### src/xb_pkg.sv
// constants shared by the crossbar switch: register map, field layout, reset values
// assumes an apb3 master with 32-bit data and byte addresses
package xb_pkg;
  localparam int XB_PORTS = 32;
  localparam int XB_HALF = 32;
  localparam int XB_FIFO_DEPTH = 8;
  localparam int XB_ADDR_W = 8;
  localparam logic [7:0] XB_OFF_CTRL = 8'h00;
  localparam logic [7:0] XB_OFF_CMD = 8'h04;
  localparam logic [7:0] XB_OFF_STATUS = 8'h08;
  localparam logic [7:0] XB_OFF_VIEW = 8'h0C;
  localparam logic [7:0] XB_OFF_ROUTE = 8'h10;
  localparam int XB_CTRL_HOLD_BIT = 0;
  localparam int XB_CMD_OUT_LSB = 0;
  localparam int XB_CMD_IN_LSB = 8;
  localparam int XB_CMD_DIS_BIT = 16;
  localparam int XB_CMD_STAGE_BIT = 24;
  localparam int XB_CMD_COMMIT_BIT = 25;
  localparam int XB_CMD_CLEAR_BIT = 26;
  localparam int XB_CMD_CS_BIT = 31;
  localparam int XB_ST_CNT_LSB = 0;
  localparam int XB_ST_EMPTY_BIT = 8;
  localparam int XB_ST_FULL_BIT = 9;
  localparam int XB_RT_ACT_SEL_LSB = 0;
  localparam int XB_RT_ACT_DIS_BIT = 8;
  localparam int XB_RT_STG_SEL_LSB = 16;
  localparam int XB_RT_STG_DIS_BIT = 24;
  localparam logic XB_RST_DIS = 1'b1;
  localparam logic XB_RST_HOLD = 1'b0;
endpackage : xb_pkg

### src/xb_switch.sv
// crossbar switch with staged/active route registers, apb slave and command fifo
// assumes one clock pclk, inputs synchronous to it, apb3 master
//
// Decided for this implementation: the APB slave port and the placing of the registers.
`timescale 1ns/1ps

module xb_fifo #(
  parameter int W = 32,
  parameter int D = 8
) (
  input wire logic clk,
  input wire logic rst_n,
  input wire logic ce,
  input wire logic in_valid,
  output logic in_ready,
  input wire logic [W-1:0] in_data,
  output logic out_valid,
  input wire logic out_ready,
  output logic [W-1:0] out_data,
  output logic [$clog2(D):0] level
);
  localparam int AW = $clog2(D);
  logic [W-1:0] mem [D];
  logic [AW-1:0] wp_reg;
  logic [AW-1:0] rp_reg;
  logic [AW:0] cnt_reg;
  logic push;
  logic pop;
  assign in_ready = (cnt_reg != (AW+1)'(D));
  assign out_valid = (cnt_reg != '0);
  assign out_data = mem[rp_reg];
  assign level = cnt_reg;
  assign push = in_valid && in_ready;
  assign pop = out_valid && out_ready;
  always_ff @(posedge clk or negedge rst_n) begin
    if (!rst_n) begin
      wp_reg <= '0;
      rp_reg <= '0;
      cnt_reg <= '0;
    end else if (ce) begin
      if (push) begin
        wp_reg <= (wp_reg == AW'(D-1)) ? '0 : wp_reg + 1'b1;
      end
      if (pop) begin
        rp_reg <= (rp_reg == AW'(D-1)) ? '0 : rp_reg + 1'b1;
      end
      cnt_reg <= cnt_reg + (AW+1)'(push) - (AW+1)'(pop);
    end
  end
  always_ff @(posedge clk) begin
    if (ce && push) begin
      mem[wp_reg] <= in_data;
    end
  end
endmodule : xb_fifo

// Summary of operation
// any output can route any input, and one input can feed many outputs at once.
// each output has its own wide multiplexer steered by its active selection.
// each output has its own enable, driven or released apart from the others.
// a staging write happens only when the stage strobe and select enable are both set.
// the output address of a staging write picks exactly one port's staged register.
// a staging write captures the input address and disable flag into that port.
// the active selection steers the port's mux and the active disable its enable.
// a commit with select enable copies all staged settings to active ones at once.
// staging writes leave live routes and enables untouched until a commit.
// clear with select enable and no disable flag routes every output to input 0.
// clear with select enable and the disable flag releases every output.
// each port keeps a staged and an active copy of selection and disable flag.
// wider variants build each selection from 32-way halves joined on one output.
// the halves get mutually exclusive enables so only one drives the output.
// strobes, addresses and flag are taken on a rising edge and act on that edge.
// output and input addresses are plain binary, 5 bits for 32 ports.
// a clear updates staged and active copies and wins over a simultaneous commit.
module xb_switch import xb_pkg::*; #(
  parameter int NP = XB_PORTS,
  parameter int FD = XB_FIFO_DEPTH
) (
  input wire logic pclk,
  input wire logic presetn,
  input wire logic ce,
  input wire logic psel,
  input wire logic penable,
  input wire logic pwrite,
  input wire logic [XB_ADDR_W-1:0] paddr,
  input wire logic [31:0] pwdata,
  output logic [31:0] prdata,
  output logic pready,
  output logic pslverr,
  input wire logic [NP-1:0] din,
  output logic [NP-1:0] dout,
  output logic [NP-1:0] dout_oe
);
  localparam int SW = $clog2(NP);
  localparam int HW = $clog2(XB_HALF);
  localparam int NH = NP / XB_HALF;

  typedef enum logic [1:0] {XB_AP_IDLE, XB_AP_WAIT, XB_AP_DONE} xb_ap_t;

  typedef struct packed {
    logic [NP-1:0][SW-1:0] stg_sel;
    logic [NP-1:0] stg_dis;
    logic [NP-1:0][SW-1:0] act_sel;
    logic [NP-1:0] act_dis;
    logic [NP-1:0] dout;
    logic [NP-1:0] oe;
    logic hold;
    logic [SW-1:0] view;
    xb_ap_t ap;
    logic pready;
    logic pslverr;
    logic [31:0] prdata;
  } xb_state_t;

  xb_state_t r_reg;
  xb_state_t r_next;

  // one-hot decode of a binary port address
  function automatic logic [NP-1:0] port_dec(input logic [SW-1:0] a);
    logic [NP-1:0] d;
    d = '0;
    d[a] = 1'b1;
    return d;
  endfunction : port_dec

  function automatic logic addr_known(input logic [XB_ADDR_W-1:0] a);
    return (a == XB_OFF_CTRL) || (a == XB_OFF_CMD) || (a == XB_OFF_STATUS) ||
           (a == XB_OFF_VIEW) || (a == XB_OFF_ROUTE);
  endfunction : addr_known

  // command path through the fifo
  logic f_in_valid;
  logic f_in_ready;
  logic f_valid;
  logic [31:0] f_data;
  logic [$clog2(FD):0] f_level;
  logic acc_done;
  logic pop;
  logic cs;
  logic c_stage;
  logic c_commit;
  logic c_clear;
  logic c_dis;
  logic [SW-1:0] c_out;
  logic [SW-1:0] c_in;

  assign acc_done = psel && penable && (r_reg.ap == XB_AP_DONE);
  assign f_in_valid = acc_done && pwrite && (paddr == XB_OFF_CMD);
  assign pop = f_valid && !r_reg.hold;
  assign cs = f_data[XB_CMD_CS_BIT];
  assign c_stage = f_data[XB_CMD_STAGE_BIT];
  assign c_commit = f_data[XB_CMD_COMMIT_BIT];
  assign c_clear = f_data[XB_CMD_CLEAR_BIT];
  assign c_dis = f_data[XB_CMD_DIS_BIT];
  assign c_out = f_data[XB_CMD_OUT_LSB +: SW];
  assign c_in = f_data[XB_CMD_IN_LSB +: SW];

  xb_fifo #(
    .W(32),
    .D(FD)
  ) u_fifo (
    .clk(pclk),
    .rst_n(presetn),
    .ce(ce),
    .in_valid(f_in_valid),
    .in_ready(f_in_ready),
    .in_data(pwdata),
    .out_valid(f_valid),
    .out_ready(!r_reg.hold),
    .out_data(f_data),
    .level(f_level)
  );

  // switching matrix, one mux per output built from 32-way halves
  logic [NP-1:0] mux_out;
  for (genvar p = 0; p < NP; p++) begin : g_port
    logic [NH-1:0] hval;
    logic [NH-1:0] hen;
    for (genvar h = 0; h < NH; h++) begin : g_half
      assign hen[h] = ((int'(r_reg.act_sel[p]) / XB_HALF) == h);
      assign hval[h] = din[h*XB_HALF + int'(r_reg.act_sel[p][HW-1:0])];
    end
    assign mux_out[p] = |(hval & hen);

  end

  logic [31:0] rd_word;
  always_comb begin
    rd_word = '0;
    case (paddr)
      XB_OFF_CTRL: rd_word[XB_CTRL_HOLD_BIT] = r_reg.hold;
      XB_OFF_STATUS: begin
        rd_word[XB_ST_CNT_LSB +: $clog2(FD)+1] = f_level;
        rd_word[XB_ST_EMPTY_BIT] = !f_valid;
        rd_word[XB_ST_FULL_BIT] = !f_in_ready;
      end
      XB_OFF_VIEW: rd_word[SW-1:0] = r_reg.view;
      XB_OFF_ROUTE: begin
        rd_word[XB_RT_ACT_SEL_LSB +: SW] = r_reg.act_sel[r_reg.view];
        rd_word[XB_RT_ACT_DIS_BIT] = r_reg.act_dis[r_reg.view];
        rd_word[XB_RT_STG_SEL_LSB +: SW] = r_reg.stg_sel[r_reg.view];
        rd_word[XB_RT_STG_DIS_BIT] = r_reg.stg_dis[r_reg.view];
      end
      default: rd_word = '0;
    endcase
  end

  always_comb begin
    logic [NP-1:0] dec;
    dec = port_dec(c_out);
    r_next = r_reg;
    if (pop && cs) begin
      if (c_clear) begin
        for (int p = 0; p < NP; p++) begin
          if (c_dis) begin
            r_next.stg_dis[p] = 1'b1;
            r_next.act_dis[p] = 1'b1;
          end else begin
            r_next.stg_sel[p] = '0;
            r_next.act_sel[p] = '0;
            r_next.stg_dis[p] = 1'b0;
            r_next.act_dis[p] = 1'b0;
          end
        end
      end else begin
        if (c_stage) begin
          for (int p = 0; p < NP; p++) begin
            if (dec[p]) begin
              r_next.stg_sel[p] = c_in;
              r_next.stg_dis[p] = c_dis;
            end
          end
        end
        if (c_commit) begin
          r_next.act_sel = r_next.stg_sel;
          r_next.act_dis = r_next.stg_dis;
        end
      end
    end
    r_next.dout = mux_out;
    r_next.oe = ~r_reg.act_dis;
    // apb slave: answer one cycle into access, hold a command write while the fifo is full
    case (r_reg.ap)
      XB_AP_IDLE, XB_AP_WAIT: begin
        r_next.pready = 1'b0;
        r_next.pslverr = 1'b0;
        if (psel && penable) begin
          if (pwrite && (paddr == XB_OFF_CMD) && !f_in_ready) begin
            r_next.ap = XB_AP_WAIT;
          end else begin
            r_next.ap = XB_AP_DONE;
            r_next.pready = 1'b1;
            r_next.pslverr = !addr_known(paddr);
            r_next.prdata = pwrite ? '0 : rd_word;
          end
        end
      end
      XB_AP_DONE: begin
        r_next.ap = XB_AP_IDLE;
        r_next.pready = 1'b0;
        r_next.pslverr = 1'b0;
        if (acc_done && pwrite) begin
          if (paddr == XB_OFF_CTRL) begin
            r_next.hold = pwdata[XB_CTRL_HOLD_BIT];
          end
          if (paddr == XB_OFF_VIEW) begin
            r_next.view = pwdata[SW-1:0];
          end
        end
      end
      default: begin
        r_next.ap = XB_AP_IDLE;
        r_next.pready = 1'b0;
      end
    endcase
  end

  always_ff @(posedge pclk or negedge presetn) begin
    if (!presetn) begin
      r_reg.stg_sel <= '0;
      r_reg.stg_dis <= {NP{XB_RST_DIS}};
      r_reg.act_sel <= '0;
      r_reg.act_dis <= {NP{XB_RST_DIS}};
      r_reg.dout <= '0;
      r_reg.oe <= '0;
      r_reg.hold <= XB_RST_HOLD;
      r_reg.view <= '0;
      r_reg.ap <= XB_AP_IDLE;
      r_reg.pready <= 1'b0;
      r_reg.pslverr <= 1'b0;
      r_reg.prdata <= '0;
    end else if (ce) begin
      r_reg <= r_next;
    end
  end

  assign dout = r_reg.dout;
  assign dout_oe = r_reg.oe;
  assign prdata = r_reg.prdata;
  assign pready = r_reg.pready;
  assign pslverr = r_reg.pslverr;
endmodule : xb_switch

### config.mk
export PLATFORM = sky130hd
export DESIGN_NAME = xb_switch
export DESIGN_NICKNAME = d
export VERILOG_FILES = /design/src/xb_pkg.sv /design/src/xb_switch.sv
export SDC_FILE = /design/constraint.sdc
export NUM_CORES = 1
export LEC_CHECK = 0
export BUFFER_PORTS_ARGS = -buffer_cell sky130_fd_sc_hd__buf_4
export CELL_PAD_IN_SITES_DETAIL_PLACEMENT = 1
export CELL_PAD_IN_SITES_GLOBAL_PLACEMENT = 1
export CORE_MARGIN = 10
export CORE_UTILIZATION = 49
export DETAILED_ROUTE_END_ITERATION = 12
export PLACE_DENSITY_LB_ADDON = 0.1
export SLEW_MARGIN = 20
export SYNTH_ARGS = -nofsm -noshare
export SYNTH_HDL_FRONTEND = slang
export SYNTH_HIERARCHICAL = 1
export SYNTH_SLANG_ARGS = --single-unit
### constraint.sdc
create_clock -name pclk -period 6.1 [get_ports pclk]
set_input_delay 1.525 -clock pclk [delete_from_list [all_inputs] [get_ports pclk]]
set_output_delay 1.525 -clock pclk [all_outputs]
set_load 0.01 [all_outputs]
**Word-level counts from Yosys, hierarchy flattened**

Memory sizes are Yosys's and may differ from the RTL's.
Cells that the tools add are included.

- Flip-flop bits (word level): 500
- Bits in writable memories: 256
- Input port bits: 78
- Output and inout port bits: 98
- Logic and storage cells: 326
- Memories kept: 1

Memories:

| name | words | width | rd ports | clocked after Yosys merged registers in | wr ports | RTL line | source |
|---|---|---|---|---|---|---|---|
| u_fifo.mem | 8 | 32 | 1 | 0 | 1 | xb_switch.sv:23 | `logic [W-1:0] mem [D];` |

- Add/sub/neg operators: 4
- $lt $le $gt $ge: 35
- Equal/unequal tests: 11
- Mux-type cells: 160
- Bitwise logic cells: 2
- Reduce and logical (&&, ||, !) cells: 36

Operator list:

| cell | number |
|---|---|
| $mux 192 | 2 |
| $mux 384 | 1 |
| $lt 5x6->1 const B | 34 |
| $mux 5 | 36 |
| $bmux 1 s5 | 34 |
| $mux 1 | 72 |
| $bmux 5 s5 | 2 |
| $mux 36 | 1 |
| $mux 34 | 1 |
| $not 32->32 | 1 |
| $mux 25 | 1 |
| $eq 8x4->1 const B | 2 |
| $reduce_and 4->1 | 4 |
| $logic_and 1x1->1 | 11 |
| $reduce_and 2->1 | 5 |
| $mux 3 | 3 |
| $pmux 3 s3 | 1 |
| $eq 8x3->1 const B | 1 |
| $eq 8x5->1 const B | 1 |
| $logic_not 8->1 | 1 |
| $add 3x1->3 const B | 2 |
| $eq 3x3->1 const B | 2 |
| $pmux 1 s2 | 3 |
| $reduce_and 3->1 | 2 |
| other kinds (17) | 25 |

**Longest topological paths before layout**

- Word-level depth: 9
- Gate-level depth with buffers: 13
- Mapped depth without buffers: 10

**Cells and area by module**

Netlist, hierarchy kept.

By module, submodules not included:

| module | times used | cells an instance | area an instance (um^2) | sequential area each (um^2) |
|---|---|---|---|---|
| xb_switch | 1 | 3063 | 33344.5 | 11866.4 |
| xb_fifo | 1 | 441 | 10412.5 | 7937.6 |

**Worst setup path after synthesis**

Ideal clock, no wire load.

- Kind: in2reg
- From: input port paddr[2]
- To: memory u_fifo.mem[0][0], enable pin
- Library setup time: 501 ps
- Arrival time: 5632 ps
- Required time: 5599 ps
- Setup slack: -33 ps
- Stages: 5
- Buffers on the path: 1
- Path through: clkbuf_1 > nand4_1 > nor3_1 > nand3_2 > nor4_1

- Word-level cells in the longest chain between the ends: 6

RTL lines:

| element | RTL line | source |
|---|---|---|
| start: declaration | xb_switch.sv:85 | `input wire logic [XB_ADDR_W-1:0] paddr,` |
| $eq 8x3->1 | xb_switch.sv:148 | `assign f_in_valid = acc_done && pwrite && (paddr == XB_OFF_CMD);` |
| $logic_and 1x1->1 | xb_switch.sv:148 |  |
| named net f_in_valid | xb_switch.sv:132 | `logic f_in_valid;` |
| $logic_and 1x1->1 | xb_switch.sv:33 | `assign push = in_valid && in_ready;` |
| $logic_and 1x1->1 | xb_switch.sv:51 | `if (ce && push) begin` |
| $mux 1 | xb_switch.sv:51 |  |
| $mux 1 (implied by the code) | xb_switch.sv:52 | `mem[wp_reg] <= in_data;` |
| end: declaration | xb_switch.sv:23 |  |

The timed path passes the listed nets, and every way through them passes these cells.

**Worst setup path in the final report**

- From: register u_fifo.rp_reg[1]
- To: register r_reg[414] (netlist name)

- Word-level cells in the longest chain between the ends: 8
- Elaborated cells between the ends (all ways): 12
- Classes of those cells: 2 x order compare; 1 x eq/ne; 5 x mux; 3 x reduce/logical; 1 x memory

RTL lines:

| element | RTL line | source |
|---|---|---|
| start: declaration | xb_switch.sv:25 | `logic [AW-1:0] rp_reg;` |
| start signal: assignment | xb_switch.sv:45 | `rp_reg <= (rp_reg == AW'(D-1)) ? '0 : rp_reg + 1'b1;` |
| $mem_v2 8x32 * | - |  |
| named net f_data[2] | xb_switch.sv:135 | `logic [31:0] f_data;` |
| $lt 5x6->1 (implied by the code) or $ge 5x1->1 (tied branches) | xb_switch.sv:122 | `d[a] = 1'b1;` |
| $logic_and 1x1->1 (implied by the code) | xb_switch.sv:122 |  |
| $mux 1 (implied by the code) | xb_switch.sv:122 |  |
| $demux 1 s5 * | xb_switch.sv:122 |  |
| $mux 5 * | xb_switch.sv:228 | `if (dec[p]) begin` |
| $mux 192 * | xb_switch.sv:226 | `if (c_stage) begin` |
| $mux 384 * | xb_switch.sv:213 | `if (c_clear) begin` |
| end signal: assignment | xb_switch.sv:293 | `r_reg <= r_next;` |
| end: declaration | xb_switch.sv:115 | `xb_state_t r_reg;` |

The timed path passes the listed nets; every way through them passes the cells marked *.
A chain may end at the register's enable or synchronous reset.

==> run_results.csv <==
group,metric,value,unit
worst_setup_path,critPathLaunchType,"flop",
cts,cts_buffer_depth,3,
timing,period_minus_slack,4.51,ns
status,status,"finished, final reports clean",
global_routing,overflow,0,
timing,skew,0.0244,ns
cts,ctsHoldBuffers,0,
min_path,worstHoldPathType,"reg2reg",
cts,cts_made_buffers,70,
global_routing,track_usage,29.9,%
worst_setup_path,cp_data_required_time,6.66,ns
layout,fillers,7916,
layout,postLayoutCoreUtil,53.2,%
layout,fin_cells,4143,
global_routing,grt_max_degree,193,
placed_design,placed_area,38900,um2
timing,finalSetupTns,0,ns
timing,clock.fmax,222,MHz
timing,finalSetupViolCount,0,
timing,final-hold-violation-count,0,
floorplanning,initial_core_util,49.7,%
placed_design,dp.cells,4014,
power,p_per_area,529,nW/um2
detailed_routing,drt-total-wl,137000,um
floorplanning,dieWidth,301,um
detailed_routing,drc,0,
timing,tightest_slew,1.21,ns
timing,post-route-period-util,73.9,%
layout,largest_register_ff_count,392,
cts,tritoncts,"yes",
logic_synthesis,yosys_warnings,6,
detailed_routing,drt_iter0_markers,3367,
worst_setup_path,worstPathMaxFanout,12,
cts,cts_resized,0,
placed_design,io_buffers,139,
timing,slew_viol_final,0,
timing,max_slew_margin,18.7,%
timing,rsz0062_at_grt,"false",
detailed_routing,antenna_left,0,
placed_design,hpwl,83100,um
global_routing,antenna_found_initial,7,
global_routing,grt_pass1_wl,206000,um
floorplanning,dieArea,90600,um2
power,p_leak,16.9,nW
layout,final_cell_area,41400,um2
logic_synthesis,syn_area_per_cell,11.7,um2
cts,worst_skew_pair.late_latency,0.65,ns
detailed_routing,wl_per_cell,33.0,um
detailed_routing,drt_first_pass_iters,6,
detailed_routing,vias,29300,
cts,cts.htree.levels,3,
worst_setup_path,critical_path_class,"reg2reg",
cts,postCtsSetupBuffers,0,
min_path,holdPathStages,2,
power,ir_worst_vdd,0.520,mV
power,finalPower,21.9,mW
cts,clock-sinks,601,
layout,syn2layout_area_growth,6.98,%
floorplanning,row_count,102,
floorplanning,die_y,301,um
worst_setup_path,rr_worst_depth,8,
layout,seqCellArea,15700,um2
logic_synthesis,syn-instance-count,3317,
layout,multiInputGateArea,20400,um2
floorplanning,coreArea,77800,um2
worst_setup_path,slowest_delay,0.98,ns
logic_synthesis,syn-cell-area,38700,um2
layout,drive_gt1_share,27.0,%
floorplanning,ios,176,
worst_setup_path,worst_path_max_delay_cell,"nor3b_2",
global_routing,grt_pass1_vias,30900,
layout,nets,3136,
worst_setup_path,worstPathCellList,"buf_4 > mux4_1 > mux2_2 > nor3b_2 > nand2_1 > nor2_1 > a22oi_1 > o21ai_0",
flow_run,cap_viol_max_count,0,
placed_design,gp_congestion,0.876,
cts,ctsRootBufferMaster,"clkbuf_16",
worst_setup_path,critical_path_arrival,5.07,ns
worst_setup_path,end_kind,"flop",
cts,path_clk_slew,0.06,ns
detailed_routing,viasPerCell,7.08,
==> cell usage in the layout, fill, tap and decap left out, drive strengths merged, types with 4 or more instances in the layout <==
master  instances
a221o           6
nand3          11
o21ai         407
nand2b          4
nor2b           6
a221oi          4
inv            15
and2            4
and3           10
mux2           56
clkinv         26
a21oi          83
bufinv          7
a22oi         178
mux4          414
nor3b           7
conb           19
nor3           16
buf           176
edfxtp        120
ha             10
nand4           8
nand2         453
mux2i         341
dfstp          64
clkbuf         92
nor2          111
dfrtp         417
and3b           5
==> report_power, final <==
group | total [mW] | switching, mW | internal, mW | leakage [nW]
clock network | 4.43 | 1.87 | 2.57 | 1.18
logic | 9.66 | 5.16 | 4.50 | 9.18
registers | 7.82 | 2.26 | 5.55 | 6.57
total | 21.9 | 9.29 | 12.6 | 16.9
==> worst paths after layout <==
check | slack, ns | end | from
max in group asynchronous | 3.97 | r_reg[349]$_DFFE_PN0P_ | presetn
min in group asynchronous | 0.89 | r_reg[451]$_DFFE_PN0P_ | presetn
worst max-delay path | 1.59 | r_reg[414]$_DFFE_PN0P_ | u_fifo/rp_reg[1]$_DFFE_PN0P_
worst max register to register | 1.59 | r_reg[414]$_DFFE_PN0P_ | u_fifo/rp_reg[1]$_DFFE_PN0P_
worst min register to register | 0.49 | dout_oe[10]$_DFFE_PN0P_ | dout_oe[10]$_DFFE_PN0P_
worst min-delay path | 0.49 | dout_oe[10]$_DFFE_PN0P_ | dout_oe[10]$_DFFE_PN0P_
==> metal layers <==
metal  wire length [um]  track usage, %  up-vias  part of all wire, %
met4               5260            11.0       12                  3.9
met5                123           0.433        -                0.090
met1              54000            40.2    15300                   40
li1                   -               -    11800                    -
met2              61500            45.2     1783                   45
met3              15800            9.38      407                   12
==> per-stage QoR <==
step	worst slack [ns]	hold WS, ns
floorplan	1.63	0.450
global placement	1.86	0.475
detailed placement	1.68	0.483
CTS	1.64	0.501
global route	1.40	0.510
finish	1.59	0.491
==> layout make-up <==
class / count / share of cell area (%)
Inverter: 15 / 0.136
Antenna cell: 1 / 0.00605
Timing Repair Buffer: 176 / 3.47
Multi-Input combinational cell: 2183 / 49.4
Clock buffer: 92 / 4.65
Tap cell: 1040 / 3.14
Clock inverter: 35 / 1.22
Sequential cell: 601 / 38.0
==> critical path, delay by kind of cell, from the launching register on <==
| kind | cells | cell delay (ns) |
|---|---|---|
| flip-flops | 1 | 0.66 |
| AO/OA/AOI/OAI | 2 | 0.33 |
| buffers and inverters | 1 | 0.35 |
| multiplexers | 2 | 0.99 |
| AND/OR/NAND/NOR | 3 | 2.09 |
No activity file was read; power rests on OpenSTA's default activity.
